[src/rtl/ucg_consts.vh]
`ifndef UCG_CONSTS_VH
`define UCG_CONSTS_VH
// register byte addresses (word aligned)
`define UCG_ADDR_CTRL1 12'h000
`define UCG_ADDR_CTRL2 12'h004
`define UCG_ADDR_FLAGS 12'h008
`define UCG_ADDR_BAUD 12'h00c
`define UCG_ADDR_DATA 12'h010
`define UCG_ADDR_IRQ_STAT 12'h014
`define UCG_ADDR_IRQ_MASK 12'h018
`define UCG_ADDR_POWER 12'h01c
// primary control field positions
`define UCG_C1_TXE 7
`define UCG_C1_RXE 6
`define UCG_C1_STOP 5
`define UCG_C1_EVEN 4
`define UCG_C1_PAR 3
`define UCG_C1_IRSEL 2
`define UCG_C1_BSRC 1
// secondary control field positions
`define UCG_C2_RTSEL_LO 3
`define UCG_C2_NOISE_LO 1
`define UCG_C2_RSTOP 0
// flag field positions
`define UCG_SR_PFAIL 7
`define UCG_SR_FFAIL 6
`define UCG_SR_OFAIL 5
`define UCG_SR_RACT 3
`define UCG_SR_RFULL 2
`define UCG_SR_TACT 1
`define UCG_SR_TFULL 0
// interrupt status bits
`define UCG_IRQ_TXDONE 0
`define UCG_IRQ_TXEMPTY 1
// power control field positions
`define UCG_PW_MODE_LO 0
`define UCG_PW_DRIVE 2
// low-power mode codes
`define UCG_PM_RUN 2'h0
`define UCG_PM_IDLE 2'h1
`define UCG_PM_SLEEP 2'h2
`define UCG_PM_STOP 2'h3
// reset values
`define UCG_RST_BYTE 8'h00
`define UCG_RST_BAUD 8'h00
// infrared pulse: fraction of a bit time is 3/16
`define UCG_IR_PULSE_TICKS 3
`define UCG_TICKS_PER_BIT 16
`endif

[src/rtl/ucg_uart.v]
// Notes on behaviour
// - writes to a locked control field are dropped; old value kept
// - tx stop length writable only when tx enable and tx active are zero
// - parity fields writable only when both enables and active flags are zero
// - infrared select writable only when tx enable and tx active are zero
// - baud source and sample count writable only when all four are zero
// - noise filter and rx stop length writable only when rx side idle
// - low-power entry halts port, clears enables and flags, keeps settings
// - idle or sleep: pin high if infrared off, low if on
// - stop: same levels if drive setting is one, else pin released
// - frame starts with one low start bit then eight data bits
// - parity bit only when parity on; even field picks even or odd
// - one or two high stop bits per tx stop length
// - infrared select emits short high pulses for zero bits
// - tx active is one only while a frame is sent
// - two rx stop bits: first one is not checked for framing
//
// Added by the designer: the register addresses and the APB register port.
`timescale 1ns/1ns
`default_nettype none
`include "ucg_consts.vh"
module ucg_uart #(
  parameter DATA_BITS = 8
) (
  // clock and reset
  input wire i_clk,
  input wire i_rst_n,
  // apb slave
  input wire i_psel,
  input wire i_penable,
  input wire i_pwrite,
  input wire [11:0] i_paddr,
  input wire [31:0] i_pwdata,
  output wire [31:0] o_prdata,
  output wire o_pready,
  output wire o_pslverr,
  // receive status from the receiver core
  input wire i_rx_active,
  input wire i_rx_done,
  input wire [7:0] i_rx_data,
  input wire i_rx_parity_fail,
  input wire i_rx_frame_fail,
  // serial output pin
  output reg o_serial_out_pin,
  output reg o_serial_out_pin_oe,
  // receive settings towards the receiver core
  output wire o_rx_enable,
  output wire o_rx_stop_two,
  output wire o_rx_check_first_stop,
  output wire [1:0] o_rx_noise_sel,
  output wire [2:0] o_rx_rtsel,
  output wire o_baud_src,
  // interrupt
  output wire o_irq
);

  reg [7:0] ctrl1;
  reg [7:0] ctrl2;
  reg [7:0] baud;
  reg [7:0] tx_hold;
  reg [7:0] rx_hold;
  reg tx_full;
  reg rx_full;
  reg parity_fail;
  reg frame_fail;
  reg overrun_fail;
  reg [1:0] irq_stat;
  reg [1:0] irq_mask;
  reg [2:0] power;
  reg [7:0] tick_cnt;
  reg tick;
  reg [3:0] sub_cnt;
  reg [10:0] shift;
  reg [3:0] bits_left;
  reg tx_line;
  reg [2:0] state;
  reg tx_done_ev;
  reg [31:0] rdata;

  localparam ST_IDLE = 3'b001;
  localparam ST_SEND = 3'b010;
  localparam ST_LAST = 3'b100;

  wire wr_en = i_psel & i_penable & i_pwrite;
  wire rd_en = i_psel & ~i_pwrite;
  wire tx_act = (state != ST_IDLE);
  wire tx_busy_side = ctrl1[`UCG_C1_TXE] | tx_act;
  wire rx_busy_side = ctrl1[`UCG_C1_RXE] | i_rx_active;
  wire [1:0] pmode = power[`UCG_PW_MODE_LO+1:`UCG_PW_MODE_LO];
  wire low_power = (pmode != `UCG_PM_RUN);
  wire wr_ctrl1 = wr_en & (i_paddr == `UCG_ADDR_CTRL1);
  wire wr_ctrl2 = wr_en & (i_paddr == `UCG_ADDR_CTRL2);
  wire wr_data = wr_en & (i_paddr == `UCG_ADDR_DATA);
  wire wr_power = wr_en & (i_paddr == `UCG_ADDR_POWER);
  wire [7:0] wb = i_pwdata[7:0];
  wire tx_empty_ev = tx_done_ev;

  // apb: zero wait state, error only on address above 12'h01f
  assign o_pready = 1'b1;
  assign o_pslverr = i_psel & i_penable & (i_paddr[11:5] != 7'h00);
  assign o_prdata = rdata;
  assign o_irq = |(irq_stat & irq_mask);

  assign o_rx_enable = ctrl1[`UCG_C1_RXE];
  assign o_rx_stop_two = ctrl2[`UCG_C2_RSTOP];
  assign o_rx_check_first_stop = ~ctrl2[`UCG_C2_RSTOP];
  assign o_rx_noise_sel = ctrl2[`UCG_C2_NOISE_LO+1:`UCG_C2_NOISE_LO];
  assign o_rx_rtsel = ctrl2[`UCG_C2_RTSEL_LO+2:`UCG_C2_RTSEL_LO];
  assign o_baud_src = ctrl1[`UCG_C1_BSRC];

  // read mux; unused bits read zero
  always @*
  begin
    rdata = 32'h0000_0000;
    if (rd_en)
    begin
      case (i_paddr)
        `UCG_ADDR_CTRL1: rdata[7:0] = {ctrl1[7:1], 1'b0};
        `UCG_ADDR_CTRL2: rdata[5:0] = ctrl2[5:0];
        `UCG_ADDR_FLAGS: rdata[7:0] = {parity_fail, frame_fail, overrun_fail, 1'b0,
                                       i_rx_active & ~low_power, rx_full, tx_act, tx_full};
        `UCG_ADDR_BAUD: rdata[7:0] = baud;
        `UCG_ADDR_DATA: rdata[7:0] = rx_hold;
        `UCG_ADDR_IRQ_STAT: rdata[1:0] = irq_stat;
        `UCG_ADDR_IRQ_MASK: rdata[1:0] = irq_mask;
        `UCG_ADDR_POWER: rdata[2:0] = power;
        default: rdata = 32'h0000_0000;
      endcase
    end
  end

  // control registers with field locks
  always @(posedge i_clk or negedge i_rst_n)
  begin
    if (!i_rst_n)
    begin
      ctrl1 <= `UCG_RST_BYTE;
      ctrl2 <= `UCG_RST_BYTE;
      baud <= `UCG_RST_BAUD;
      power <= 3'h0;
      irq_mask <= 2'h0;
    end
    else
    begin
      if (wr_power)
        power <= wb[2:0];
      if (wr_en & (i_paddr == `UCG_ADDR_IRQ_MASK))
        irq_mask <= wb[1:0];
      // baud divider not guarded; software clears enables first
      if (wr_en & (i_paddr == `UCG_ADDR_BAUD))
        baud <= wb;
      // settings stay writable in low power; the enables are forced off below
      if (wr_ctrl1)
      begin
        ctrl1[`UCG_C1_TXE] <= wb[`UCG_C1_TXE];
        ctrl1[`UCG_C1_RXE] <= wb[`UCG_C1_RXE];
        if (!tx_busy_side)
          ctrl1[`UCG_C1_STOP] <= wb[`UCG_C1_STOP];
        if (!tx_busy_side && !rx_busy_side)
        begin
          ctrl1[`UCG_C1_EVEN] <= wb[`UCG_C1_EVEN];
          ctrl1[`UCG_C1_PAR] <= wb[`UCG_C1_PAR];
        end
        if (!tx_busy_side)
          ctrl1[`UCG_C1_IRSEL] <= wb[`UCG_C1_IRSEL];
        if (!tx_busy_side && !rx_busy_side)
          ctrl1[`UCG_C1_BSRC] <= wb[`UCG_C1_BSRC];
      end
      // clear both enables, last assignment wins over a write
      if (low_power)
      begin
        ctrl1[`UCG_C1_TXE] <= 1'b0;
        ctrl1[`UCG_C1_RXE] <= 1'b0;
      end
      if (wr_ctrl2)
      begin
        if (!tx_busy_side && !rx_busy_side)
          ctrl2[`UCG_C2_RTSEL_LO+2:`UCG_C2_RTSEL_LO] <= wb[`UCG_C2_RTSEL_LO+2:`UCG_C2_RTSEL_LO];
        if (!rx_busy_side)
        begin
          ctrl2[`UCG_C2_NOISE_LO+1:`UCG_C2_NOISE_LO] <= wb[`UCG_C2_NOISE_LO+1:`UCG_C2_NOISE_LO];
          ctrl2[`UCG_C2_RSTOP] <= wb[`UCG_C2_RSTOP];
        end
      end
    end
  end

  // status flags; hardware set wins over clear
  always @(posedge i_clk or negedge i_rst_n)
  begin
    if (!i_rst_n)
    begin
      rx_full <= 1'b0;
      rx_hold <= `UCG_RST_BYTE;
      parity_fail <= 1'b0;
      frame_fail <= 1'b0;
      overrun_fail <= 1'b0;
      irq_stat <= 2'h0;
    end
    else if (low_power)
    begin
      rx_full <= 1'b0;
      parity_fail <= 1'b0;
      frame_fail <= 1'b0;
      overrun_fail <= 1'b0;
      irq_stat <= 2'h0;
    end
    else
    begin
      if (i_rx_done && ctrl1[`UCG_C1_RXE])
      begin
        rx_hold <= i_rx_data;
        rx_full <= 1'b1;
        overrun_fail <= overrun_fail | rx_full;
        parity_fail <= i_rx_parity_fail;
        frame_fail <= i_rx_frame_fail;
      end
      else if (rd_en & i_penable & (i_paddr == `UCG_ADDR_DATA))
      begin
        rx_full <= 1'b0;
        overrun_fail <= 1'b0;
      end
      // write one to clear, event set wins
      irq_stat <= (irq_stat & ~({2{wr_en & (i_paddr == `UCG_ADDR_IRQ_STAT)}} & wb[1:0]))
                  | {tx_empty_ev, tx_done_ev};
    end
  end

  // baud tick: divider+1 clocks per sixteenth of a bit
  always @(posedge i_clk or negedge i_rst_n)
  begin
    if (!i_rst_n)
    begin
      tick_cnt <= 8'h00;
      tick <= 1'b0;
    end
    else
    begin
      tick <= (tick_cnt == baud);
      tick_cnt <= (tick_cnt == baud) ? 8'h00 : tick_cnt + 8'h01;
    end
  end

  // transmitter: frame shift register, lsb first
  always @(posedge i_clk or negedge i_rst_n)
  begin
    if (!i_rst_n)
    begin
      state <= ST_IDLE;
      shift <= 11'h7ff;
      bits_left <= 4'h0;
      sub_cnt <= 4'h0;
      tx_hold <= `UCG_RST_BYTE;
      tx_full <= 1'b0;
      tx_done_ev <= 1'b0;
    end
    else
    begin
      tx_done_ev <= 1'b0;
      if (wr_data && !low_power)
      begin
        tx_hold <= wb;
        tx_full <= 1'b1;
      end
      case (state)
        ST_IDLE:
        begin
          sub_cnt <= 4'h0;
          if (tx_full && ctrl1[`UCG_C1_TXE] && tick && !low_power)
          begin
            // lsb first, parity after bit seven
            if (ctrl1[`UCG_C1_PAR])
            begin
              shift <= {1'b1, ctrl1[`UCG_C1_EVEN] ? ^tx_hold : ~^tx_hold, tx_hold, 1'b0};
              // count includes the first stop bit so tx active covers it
              bits_left <= 4'd11;
            end
            else
            begin
              shift <= {2'b11, tx_hold, 1'b0};
              bits_left <= 4'd10;
            end
            tx_full <= 1'b0;
            state <= ST_SEND;
          end
        end
        ST_SEND:
        begin
          if (tick)
          begin
            sub_cnt <= sub_cnt + 4'h1;
            if (sub_cnt == 4'hf)
            begin
              shift <= {1'b1, shift[10:1]};
              bits_left <= bits_left - 4'h1;
              if (bits_left == 4'h1)
                state <= ctrl1[`UCG_C1_STOP] ? ST_LAST : ST_IDLE;
              if (bits_left == 4'h1 && !ctrl1[`UCG_C1_STOP])
                tx_done_ev <= 1'b1;
            end
          end
        end
        ST_LAST:
        begin
          if (tick)
          begin
            sub_cnt <= sub_cnt + 4'h1;
            if (sub_cnt == 4'hf)
            begin
              state <= ST_IDLE;
              tx_done_ev <= 1'b1;
            end
          end
        end
        default: state <= ST_IDLE;
      endcase
      if (low_power)
      begin
        state <= ST_IDLE;
        tx_full <= 1'b0;
        shift <= 11'h7ff;
      end
    end
  end

  // line level: first stop bit high via shift fill; idle and second stop bit forced high outside ST_SEND
  always @*
  begin
    tx_line = (state == ST_SEND) ? shift[0] : 1'b1;
  end

  // pin driver
  always @(posedge i_clk or negedge i_rst_n)
  begin
    if (!i_rst_n)
    begin
      o_serial_out_pin <= 1'b1;
      o_serial_out_pin_oe <= 1'b1;
    end
    else
    begin
      o_serial_out_pin_oe <= 1'b1;
      if (pmode == `UCG_PM_IDLE || pmode == `UCG_PM_SLEEP)
        o_serial_out_pin <= ~ctrl1[`UCG_C1_IRSEL];
      else if (pmode == `UCG_PM_STOP)
      begin
        o_serial_out_pin <= ~ctrl1[`UCG_C1_IRSEL];
        o_serial_out_pin_oe <= power[`UCG_PW_DRIVE];
      end
      else if (ctrl1[`UCG_C1_IRSEL])
        // infrared: short high pulse for a zero bit
        o_serial_out_pin <= ~tx_line && (sub_cnt < `UCG_IR_PULSE_TICKS);
      else
        o_serial_out_pin <= tx_line;
    end
  end

endmodule // ucg_uart
`default_nettype wire

[config.mk]
export PLATFORM = sky130hd
export DESIGN_NAME = ucg_uart
export DESIGN_NICKNAME = d
export VERILOG_FILES = /design/src/rtl/ucg_uart.v
export VERILOG_INCLUDE_DIRS = /design/src /design/src/rtl
export SDC_FILE = /design/constraint.sdc
export NUM_CORES = 1
export LEC_CHECK = 0
export ABC_AREA = 1
export BUFFER_PORTS_ARGS = -buffer_cell sky130_fd_sc_hd__buf_2
export CAP_MARGIN = 15
export CORE_MARGIN = 4
export CORE_UTILIZATION = 55
export DETAILED_ROUTE_END_ITERATION = 8
export GPL_TIMING_DRIVEN = 0
export PLACE_DENSITY = 0.79
export SYNTH_ARGS = -nofsm -noshare
export SYNTH_HDL_FRONTEND = slang
export SYNTH_SLANG_ARGS = --single-unit
[constraint.sdc]
create_clock -name i_clk -period 2.05 [get_ports i_clk]
set_input_delay 0.3075 -clock i_clk [delete_from_list [all_inputs] [get_ports i_clk]]
set_output_delay 0.3075 -clock i_clk [all_outputs]
set_load 0.03 [all_outputs]
==> results of run 1 <==
## worst max-delay path: stages, from the launching register on
cell,delay (ns)
dfstp_2,0.56
nand3_2,0.17
nand3_1,0.13
nand2_1,0.06
nor2_1,0.12
a21oi_1,0.08
buf_2,0.18
## state kept, by name (all words and copies together), names as in the netlist, 2 cells and up
name and flops:
baud 8, bits_left 4, ctrl1 5, irq_mask 2, irq_stat 2, o_rx_noise_sel 2
o_rx_rtsel 3, power 3, rx_hold 8, shift 10, state 3, sub_cnt 4
tick_cnt 8, tx_hold 8
## through the flow
stage / area (sq um) / util / cells
after CTS: 5623 / 0.6708 / 830
after detailed placement: 5359 / 0.6393 / 809
after global placement: 5329 / 0.6358 / 808
final: 5649 / 0.6740 / 829
after global routing: 5649 / 0.6740 / 829
after floorplan: 4912 / - / 646
## report_power, final
| part | switching (uW) | internal, uW | leakage [uW] |
|---|---|---|---|
| Clock | 625 | 598 | 0.000103 |
| Sequential | 40.1 | 1680 | 0.00105 |
| Combinational | 385 | 161 | 0.00184 |
| Total | 1050 | 2430 | 0.00299 |
## routing by layer
layer,up-vias,part of all wire
li1,2147,-
met1,2058,0.42
met2,178,0.48
met3,15,0.083
met4,0,0.015
met5,-,0
## synth_stat cells (all sizes together)
| cell type | instances | area, sq um |
|---|---|---|
| or2 | 2 | 12.51 |
| nand4 | 17 | 112.6 |
| and2 | 1 | 6.260 |
| xnor2 | 7 | 61.31 |
| a21oi | 21 | 108.9 |
| o22ai | 1 | 6.260 |
| a31oi | 1 | 6.260 |
| dfrtp | 69 | 1727 |
| o21ai | 60 | 360.3 |
| nor2 | 57 | 281.5 |
| o41ai | 1 | 8.760 |
| a211oi | 2 | 15.01 |
| clkbuf | 3 | 11.26 |
| or3b | 1 | 8.760 |
| ha | 6 | 75.07 |
| clkinv | 2 | 10.01 |
| xor2 | 3 | 26.28 |
| nor4 | 1 | 6.260 |
| nand2 | 187 | 752.0 |
| nor3 | 8 | 45.04 |
| o21bai | 1 | 7.510 |
| nand3b | 2 | 15.01 |
| o32ai | 1 | 8.760 |
| dfstp | 13 | 341.6 |
| buf | 34 | 256.5 |
| inv | 71 | 266.5 |
| nand3 | 48 | 272.8 |
| conb | 2 | 7.510 |
| a22o | 1 | 8.760 |
## how the worst max path moves through the flow
stage                    start           to  slack (ns)  cells after the start
floorplan             power[0]  o_prdata[3]        0.15                      8
global placement       i_rst_n   sub_cnt[2]        0.07                      1
detailed placement    power[0]  o_prdata[3]        0.07                      9
CTS                   state[0]  o_prdata[1]       0.002                      6
global route        i_paddr[5]  o_prdata[2]       0.003                      9
finish                state[0]  o_prdata[1]        0.07                      6
## logic make-up (layout without fill, tap and decap cells)
group | count (synthesis) | in the layout | synth area share
xor+xnor | 10 | 10 | 0.01815
other cells | 2 | 25 | 0.001556
compound gates | 89 | 89 | 0.1099
fa+ha+maj | 6 | 6 | 0.01556
flops | 82 | 82 | 0.4286
simple gates | 324 | 324 | 0.3135
buf+inv | 110 | 188 | 0.1128
## area by class of cell
type	instances	area (sq um)	area share
buffer	36	267.8	0.04740
tap	105	131.4	0.02326
clock inverter	6	65.06	0.01152
timing repair buffer	63	362.8	0.06423
inverter	73	276.5	0.04895
multi-input combinational	454	2340	0.4142
sequential	82	2068	0.3661
clock buffer	10	137.6	0.02436
## repair_timing
action	in CTS	in global routing
endpoints found under the hold margin	19	0
hold buffers	1	0
pin swaps	1	3
buffers inserted	4	0
endpoints found under the setup margin	1	8
gates resized for setup	7	13
==> report_table.html, run 1 <==
<table>
<tr><th>Metric</th><th>Value</th></tr>
<tr><th colspan="2">Place</th></tr>
<tr><td>Post-Place Setup Slack</td><td>0.06902 ns</td></tr>
<tr><td>Port buffer count</td><td>57</td></tr>
<tr><td>Routability-driven placement congestion ratio</td><td>about 0.89</td></tr>
<tr><td>DP Wirelength</td><td>between 8 and 9 mm</td></tr>
<tr><th colspan="2">Worst setup path</th></tr>
<tr><td>Worst endpoint required time</td><td>1.74 ns</td></tr>
<tr><td>Destination of the worst register-to-register timing path</td><td>shift[4]</td></tr>
<tr><td>Count of cells along the worst register-to-register path</td><td>9</td></tr>
<tr><td>Data arrival at the endpoint of the critical path</td><td>between 1.5 and 2 ns</td></tr>
<tr><td>Type of origin of the critical path</td><td>flip-flop</td></tr>
<tr><td>RR Startpoint</td><td>power[0]</td></tr>
<tr><td>Start-to-end type of the worst setup path</td><td>flip-flop to primary output</td></tr>
<tr><td>Capturing element type of the critical path</td><td>primary output</td></tr>
<tr><td>Max FO, Critical Path</td><td>6</td></tr>
<tr><td>Register-to-register path setup slack</td><td>between 0.15 and 0.2 ns</td></tr>
<tr><th colspan="2">Die</th></tr>
<tr><td>Cell row count</td><td>33</td></tr>
<tr><td>Total core area</td><td>8382 sq um</td></tr>
<tr><td>Starting density of the core</td><td>0.5758</td></tr>
<tr><td>Width of the chip</td><td>roughly 100 um</td></tr>
<tr><td>Io pins</td><td>107</td></tr>
<tr><td>Die Area</td><td>10,340 sq um</td></tr>
<tr><td>Die height</td><td>101.7 um</td></tr>
<tr><th colspan="2">Timing</th></tr>
<tr><td>Sum of negative setup slack</td><td>0 ns</td></tr>
<tr><td>Skew final</td><td>between 0.01 and 0.015 ns</td></tr>
<tr><td>Number of hold violations in the final report</td><td>0</td></tr>
<tr><td>Highest clock frequency the design can meet</td><td>about 500 MHz</td></tr>
<tr><td>Worst-case setup margin in the final layout</td><td>around 0.070 ns</td></tr>
<tr><td>Final Setup Violations</td><td>0</td></tr>
<tr><td>Setup repair after global routing missed its margin</td><td>no</td></tr>
<tr><td>Minimum clock period after layout</td><td>around 2.0 ns</td></tr>
<tr><td>Final hold slack</td><td>~0.13 ns</td></tr>
<tr><td>Pins Over Slew Limit</td><td>0</td></tr>
<tr><td>Actual slew at the worst max-slew pin</td><td>about 0.63 ns</td></tr>
<tr><td>Worst slew slack as a fraction of its limit</td><td>0.5802</td></tr>
<tr><td>Post-route fraction of the period consumed by the critical path</td><td>0.9660</td></tr>
<tr><th colspan="2">Route</th></tr>
<tr><td>Total iterations of the first detailed-routing run</td><td>5</td></tr>
<tr><td>Number of vias after detailed routing</td><td>roughly 4.4k</td></tr>
<tr><td>Routed wire length</td><td>~12 mm</td></tr>
<tr><td>Number of DRC markers after the initial detailed-route iteration</td><td>288</td></tr>
<tr><td>Number of antenna-violating nets in the routed design</td><td>0</td></tr>
<tr><td>Wire length per cell after detailed routing</td><td>approximately 14 um</td></tr>
<tr><td>Detail-routed via count per cell</td><td>approximately 5.3</td></tr>
<tr><td>Residual DRC</td><td>0</td></tr>
<tr><th colspan="2">Layout</th></tr>
<tr><td>Fraction of final layout cells with drive strength greater than 1</td><td>0.2597</td></tr>
<tr><td>Diode insertion count for antenna repair</td><td>0</td></tr>
<tr><td>Most frequent cells in the layout</td><td>177 x nand2_1, 69 x dfrtp_1, 60 x inv_1, 54 x buf_2, 47 x nor2_1</td></tr>
<tr><td>Fill cell instance count of the final layout</td><td>about 730</td></tr>
<tr><td>Area grow syn2layout</td><td>17.06%</td></tr>
<tr><td>Commonest non-fill, non-tap cell in the layout</td><td>nand2_1</td></tr>
<tr><td>Number of nets in the layout</td><td>slightly below 800</td></tr>
<tr><th colspan="2">CTS</th></tr>
<tr><td>CTS tree</td><td>yes</td></tr>
<tr><td>Buffer cell driving the clock tree root</td><td>clkbuf_8</td></tr>
<tr><td>TritonCTS Sinks</td><td>82</td></tr>
<tr><td>Worst-path clk slew</td><td>0.09 ns</td></tr>
<tr><td>Clock buffer count from CTS</td><td>9</td></tr>
<tr><td>Number of buffers between clock root and the deepest sink</td><td>2</td></tr>
<tr><td>Skew-Pair Late Insertion Delay</td><td>roughly 0.37 ns</td></tr>
<tr><td>Maximum level of the CTS H-tree</td><td>3</td></tr>
<tr><th colspan="2">Global route</th></tr>
<tr><td>Via count of the first global-routing pass</td><td>a little over 4k</td></tr>
<tr><td>Met1 track utilization from global routing</td><td>0.3252</td></tr>
<tr><td>GRT Total Usage</td><td>0.2419</td></tr>
<tr><td>Total global routing overflow</td><td>0</td></tr>
<tr><td>Met3 GRT Util</td><td>0.05854</td></tr>
<tr><td>Busiest metal layer after global routing</td><td>met2</td></tr>
<tr><td>Met2 track utilization from global routing</td><td>0.3908</td></tr>
<tr><td>Number of antenna violations at the first check in global routing</td><td>0</td></tr>
<tr><td>Wire length of the first global-routing pass</td><td>19.55 mm</td></tr>
<tr><td>Maximum number of pins on one net before global-route repair</td><td>between 60 and 70</td></tr>
<tr><th colspan="2">Hold path</th></tr>
<tr><td>Type of the tightest min-delay check</td><td>input port to flip-flop</td></tr>
<tr><td>Min-Delay Startpoint</td><td>i_rx_data[1]</td></tr>
<tr><td>Worst hold path stage count</td><td>3</td></tr>
<tr><td>Hold Crit Endpoint</td><td>rx_hold[1]</td></tr>
<tr><th colspan="2">Yosys</th></tr>
<tr><td>#FFs+latches synth</td><td>82</td></tr>
<tr><td>Yosys warning total</td><td>0</td></tr>
<tr><td>Total standard cell area after synthesis</td><td>approximately 4800 sq um</td></tr>
<tr><td>Cell variety after synth</td><td>between 40 and 50</td></tr>
<tr><td>Number of cells produced by synthesis</td><td>about 620</td></tr>
<tr><td>Post-synthesis sequential area ratio</td><td>0.4286</td></tr>
<tr><td>Average size of a mapped cell</td><td>7.746 sq um</td></tr>
<tr><th colspan="2">Pwr</th></tr>
<tr><td>Leakage power of the design</td><td>between 0.002 and 0.003 uW</td></tr>
<tr><td>Power density normalized to cell area</td><td>616.8 nW/um^2</td></tr>
<tr><td>Post-route total power</td><td>between 3000 and 4000 uW</td></tr>
<tr><td>VDD IR-drop max</td><td>between 0.3 and 0.4 mV</td></tr>
<tr><th colspan="2">Outcome</th></tr>
<tr><td>Result of the run</td><td>complete, no violations</td></tr>
<tr><th colspan="2">Run</th></tr>
<tr><td>Max cap viols</td><td>0</td></tr>
</table>
(Power assumes the default switching activity.)
==> inputs of run 2 (changes only) <==
Settings changed: BUFFER_PORTS_ARGS -buffer_cell sky130_fd_sc_hd__buf_2 to unset, CORE_UTILIZATION 55 to 58, DONT_BUFFER_PORTS set to 1, PLACE_DENSITY 0.79 to 0.74.
Clock period 2.05 ns to 1.8 ns, I/O delays scaled along.
==> run 2 against run 1 <==
- the flow now finishes with violations (negative hold slack, negative setup slack)
- non-clock buffer count fell by 52
- wire length fell by 0.34%
- hold slack got worse by 0.55 ns
- clock skew rose by 0.00058 ns
- worst setup slack got worse by 0.15 ns
- sequential power rose by 14%
- utilization rose by 0.30 points
- register-to-register slack got worse by 0.09 ns
- die area fell by 4.8%
- largest cell class unchanged
==> report_table.html, run 2 (same netlist as run 1, synthesis figures left out) <==
<table>
<tr><th>Metric</th><th>Value</th></tr>
<tr><th colspan="2">Timing</th></tr>
<tr><td>Skew final</td><td>0.01131 ns (+0.0005791 ns)</td></tr>
<tr><td>Final hold slack</td><td>-0.4144 ns (-0.5465 ns)</td></tr>
<tr><td>Number of hold violations in the final report</td><td>82 (+82)</td></tr>
<tr><td>Post-route fraction of the period consumed by the critical path</td><td>1.043</td></tr>
<tr><td>Pins Over Slew Limit</td><td>0 (unchanged)</td></tr>
<tr><td>Worst slew slack as a fraction of its limit</td><td>0.3879 (-0.1924)</td></tr>
<tr><td>Final Setup Violations</td><td>2 (+2)</td></tr>
<tr><td>Minimum clock period after layout</td><td>~1.9 ns</td></tr>
<tr><td>Setup repair after global routing missed its margin</td><td>yes</td></tr>
<tr><td>Worst-case setup margin in the final layout</td><td>-0.07770 ns (-0.1475 ns)</td></tr>
<tr><td>Actual slew at the worst max-slew pin</td><td>0.9112 ns (+0.2815 ns)</td></tr>
<tr><td>Highest clock frequency the design can meet</td><td>around 530 MHz</td></tr>
<tr><th colspan="2">Hold path</th></tr>
<tr><td>Type of the tightest min-delay check</td><td>input port to asynchronous set/reset pin</td></tr>
<tr><th colspan="2">Die</th></tr>
<tr><td>Total core area</td><td>8134 sq um (-3.0%)</td></tr>
<tr><td>Starting density of the core</td><td>0.5933 (+0.01754)</td></tr>
<tr><td>Die Area</td><td>9844 sq um (-4.8%)</td></tr>
<tr><td>Io pins</td><td>107 (unchanged)</td></tr>
<tr><td>Cell row count</td><td>33 (unchanged)</td></tr>
<tr><td>Die height</td><td>99.22 um (-2.4%)</td></tr>
<tr><td>Width of the chip</td><td>99.22 um (-2.4%)</td></tr>
<tr><th colspan="2">Global route</th></tr>
<tr><td>GRT Total Usage</td><td>0.2476 (+0.005673)</td></tr>
<tr><td>Maximum number of pins on one net before global-route repair</td><td>83 (+30%)</td></tr>
<tr><td>Wire length of the first global-routing pass</td><td>19.51 mm (-0.21%)</td></tr>
<tr><td>Via count of the first global-routing pass</td><td>4,065 (-0.049%)</td></tr>
<tr><td>Total global routing overflow</td><td>0 (unchanged)</td></tr>
<tr><td>Number of antenna violations at the first check in global routing</td><td>0 (unchanged)</td></tr>
<tr><th colspan="2">CTS</th></tr>
<tr><td>Worst-path clk slew</td><td>0.09 ns (about the same)</td></tr>
<tr><td>TritonCTS Sinks</td><td>82 (unchanged)</td></tr>
<tr><td>CTS tree</td><td>yes</td></tr>
<tr><td>Skew-Pair Late Insertion Delay</td><td>0.37 ns (about the same)</td></tr>
<tr><td>Clock buffer count from CTS</td><td>9 (unchanged)</td></tr>
<tr><td>Buffer cell driving the clock tree root</td><td>clkbuf_8</td></tr>
<tr><td>Number of buffers between clock root and the deepest sink</td><td>2 (unchanged)</td></tr>
<tr><td>Maximum level of the CTS H-tree</td><td>3 (unchanged)</td></tr>
<tr><th colspan="2">Route</th></tr>
<tr><td>Number of vias after detailed routing</td><td>4,225 (-3.9%)</td></tr>
<tr><td>Number of DRC markers after the initial detailed-route iteration</td><td>314 (+9.0%)</td></tr>
<tr><td>Wire length per cell after detailed routing</td><td>15.22 um (+6.2%)</td></tr>
<tr><td>Detail-routed via count per cell</td><td>5.431 (+2.4%)</td></tr>
<tr><td>Number of antenna-violating nets in the routed design</td><td>0 (unchanged)</td></tr>
<tr><td>Routed wire length</td><td>11.84 mm (-0.34%)</td></tr>
<tr><td>Total iterations of the first detailed-routing run</td><td>5 (unchanged)</td></tr>
<tr><td>Residual DRC</td><td>0 (unchanged)</td></tr>
<tr><th colspan="2">Worst setup path</th></tr>
<tr><td>Capturing element type of the critical path</td><td>primary output</td></tr>
<tr><td>Beginning of the critical path</td><td>power[0]</td></tr>
<tr><td>Worst-path cell chain</td><td>inv_2 -&gt; ha_4 -&gt; buf_6 -&gt; nand2_2 -&gt; nand3b_1 -&gt; nand3_1 -&gt; nor2_2 -&gt; nor2_4</td></tr>
<tr><td>Start-to-end type of the worst setup path</td><td>flip-flop to primary output</td></tr>
<tr><td>Data arrival at the endpoint of the critical path</td><td>1.61 ns (-0.06 ns)</td></tr>
<tr><td>RR Startpoint</td><td>power[0]</td></tr>
<tr><td>Family with the most delay on the worst path</td><td>simple AND/OR/NAND/NOR gates</td></tr>
<tr><td>Worst endpoint required time</td><td>1.53 ns (-0.21 ns)</td></tr>
<tr><td>Worst stage delay on the critical path</td><td>0.42 ns (-0.14 ns)</td></tr>
<tr><td>Type of origin of the critical path</td><td>flip-flop</td></tr>
<tr><td>CP bufs+invs</td><td>2 (+1)</td></tr>
<tr><td>Library cell contributing the largest single delay on the critical path</td><td>dfrtp_1</td></tr>
<tr><td>Max FO, Critical Path</td><td>2 (-4)</td></tr>
<tr><th colspan="2">Place</th></tr>
<tr><td>DP Wirelength</td><td>8.456 mm (-3.0%)</td></tr>
<tr><td>Placed cell count</td><td>751 (-7.2%)</td></tr>
<tr><td>Port buffer count</td><td>0 (-100%)</td></tr>
<tr><td>Routability-driven placement congestion ratio</td><td>0.8804 (-0.91%)</td></tr>
<tr><th colspan="2">Pwr</th></tr>
<tr><td>Power density normalized to cell area</td><td>718.6 nW/um^2 (+17%)</td></tr>
<tr><td>Leakage power of the design</td><td>0.002775 uW (-7.3%)</td></tr>
<tr><td>VDD IR-drop max</td><td>0.4279 mV (+13%)</td></tr>
<tr><td>Post-route total power</td><td>3957 uW (+14%)</td></tr>
<tr><th colspan="2">Layout</th></tr>
<tr><td>Number of nets in the layout</td><td>735 (-6.5%)</td></tr>
<tr><td>Largest register by flop count</td><td>shift</td></tr>
<tr><td>Flip-flop count of the largest register, all copies and words added</td><td>10 (unchanged)</td></tr>
<tr><td>Fraction of final layout cells with drive strength greater than 1</td><td>0.2303 (-0.02936)</td></tr>
<tr><td>Filler-free cell count of the finished design</td><td>778 (-6.2%)</td></tr>
<tr><td>Diode insertion count for antenna repair</td><td>0 (unchanged)</td></tr>
<tr><td>Area grow syn2layout</td><td>14.10%</td></tr>
<tr><td>Commonest non-fill, non-tap cell in the layout</td><td>nand2_1</td></tr>
<tr><td>Most frequent cells in the layout</td><td>174 x nand2_1, 65 x dfrtp_1, 59 x inv_1, 42 x nand3_1, 40 x nor2_1</td></tr>
<tr><th colspan="2">Run</th></tr>
<tr><td>Max cap viols</td><td>0 (unchanged)</td></tr>
<tr><th colspan="2">Outcome</th></tr>
<tr><td>Violated checks</td><td>negative hold slack, negative setup slack</td></tr>
<tr><td>Result of the run</td><td>complete, but fails checks</td></tr>
</table>
==> run 2: cell types whose count changed in the layout (fill, tap and decap cells not counted), sizes merged <==
cell         delta
nor2            +1
clkbuf          +2
buf            -50
dlygate4sd3     -1
clkinv          -3
==> run 2: metal layers <==
metal | wire, um | track usage | part of all wire
met1 | 5103 | 0.3390 | 0.43
met2 | 5626 | 0.3946 | 0.48
met3 | 898 | 0.04698 | 0.076
met4 | 216 | 0.08929 | 0.018
met5 | 0 | 0 | 0
==> run 2: area by class of cell <==
class / instances / area (sq um)
clock inverter: 3 / 46.29
timing repair buffer: 10 / 75.07
buffer: 37 / 289.0
clock buffer: 13 / 158.9
tap: 105 / 131.4
multi-input combinational: 455 / 2454
fill: 690 / 2628
inverter: 73 / 279.0
sequential: 82 / 2073
==> run 2: where the power goes <==
| part | switching, uW | leakage [uW] | internal, uW |
|---|---|---|---|
| registers | 51.1 | 0.00105 | 1910 |
| clock network | 693 | 0.000100 | 724 |
| logic | 401 | 0.00162 | 178 |
==> run 2: final timing paths <==
| check | cells past startpoint | end | slack, ns |
|---|---|---|---|
| worst max-delay path | 8 | o_prdata[3] | -0.08 |
| worst min-delay path | 0 | rx_hold[0] | -0.41 |
| worst max register to register | 12 | shift[9] | 0.09 |
| worst min register to register | 2 | shift[5] | 0.47 |
| max in group asynchronous | 0 | state[0] | 1.97 |
| min in group i_clk | 2 | rx_hold[3] | 0.01 |
==> run 2: repair_timing <==
item                                    in CTS  in global routing
gates resized for setup                     26                 25
gates cloned                                 0                  1
endpoints found under the setup margin      13                 18
buffers inserted                             4                  6
pin swaps                                    3                  8
endpoints found under the hold margin       82                 82
==> run 2: metrics by stage <==
| stage | hold WS [ns] | setup slack [ns] | TNS, ns | area (sq um) | utilization |
|---|---|---|---|---|---|
| 6_report | -0.4144 | -0.07770 | -0.09138 | 5507 | 0.6770 |
| 5_1_grt | -0.4352 | -0.1225 | -0.1968 | 5507 | 0.6770 |
| 4_1_cts | -0.4154 | -0.06565 | -0.09719 | 5379 | 0.6613 |
| 3_5_place_dp | -0.02264 | -0.1881 | -1.110 | 5046 | 0.6204 |
| 3_3_place_gp | -0.02318 | -0.1902 | -1.023 | 5046 | 0.6204 |
| 2_1_floorplan | -0.02559 | 0.001076 | 0 | 4915 | - |
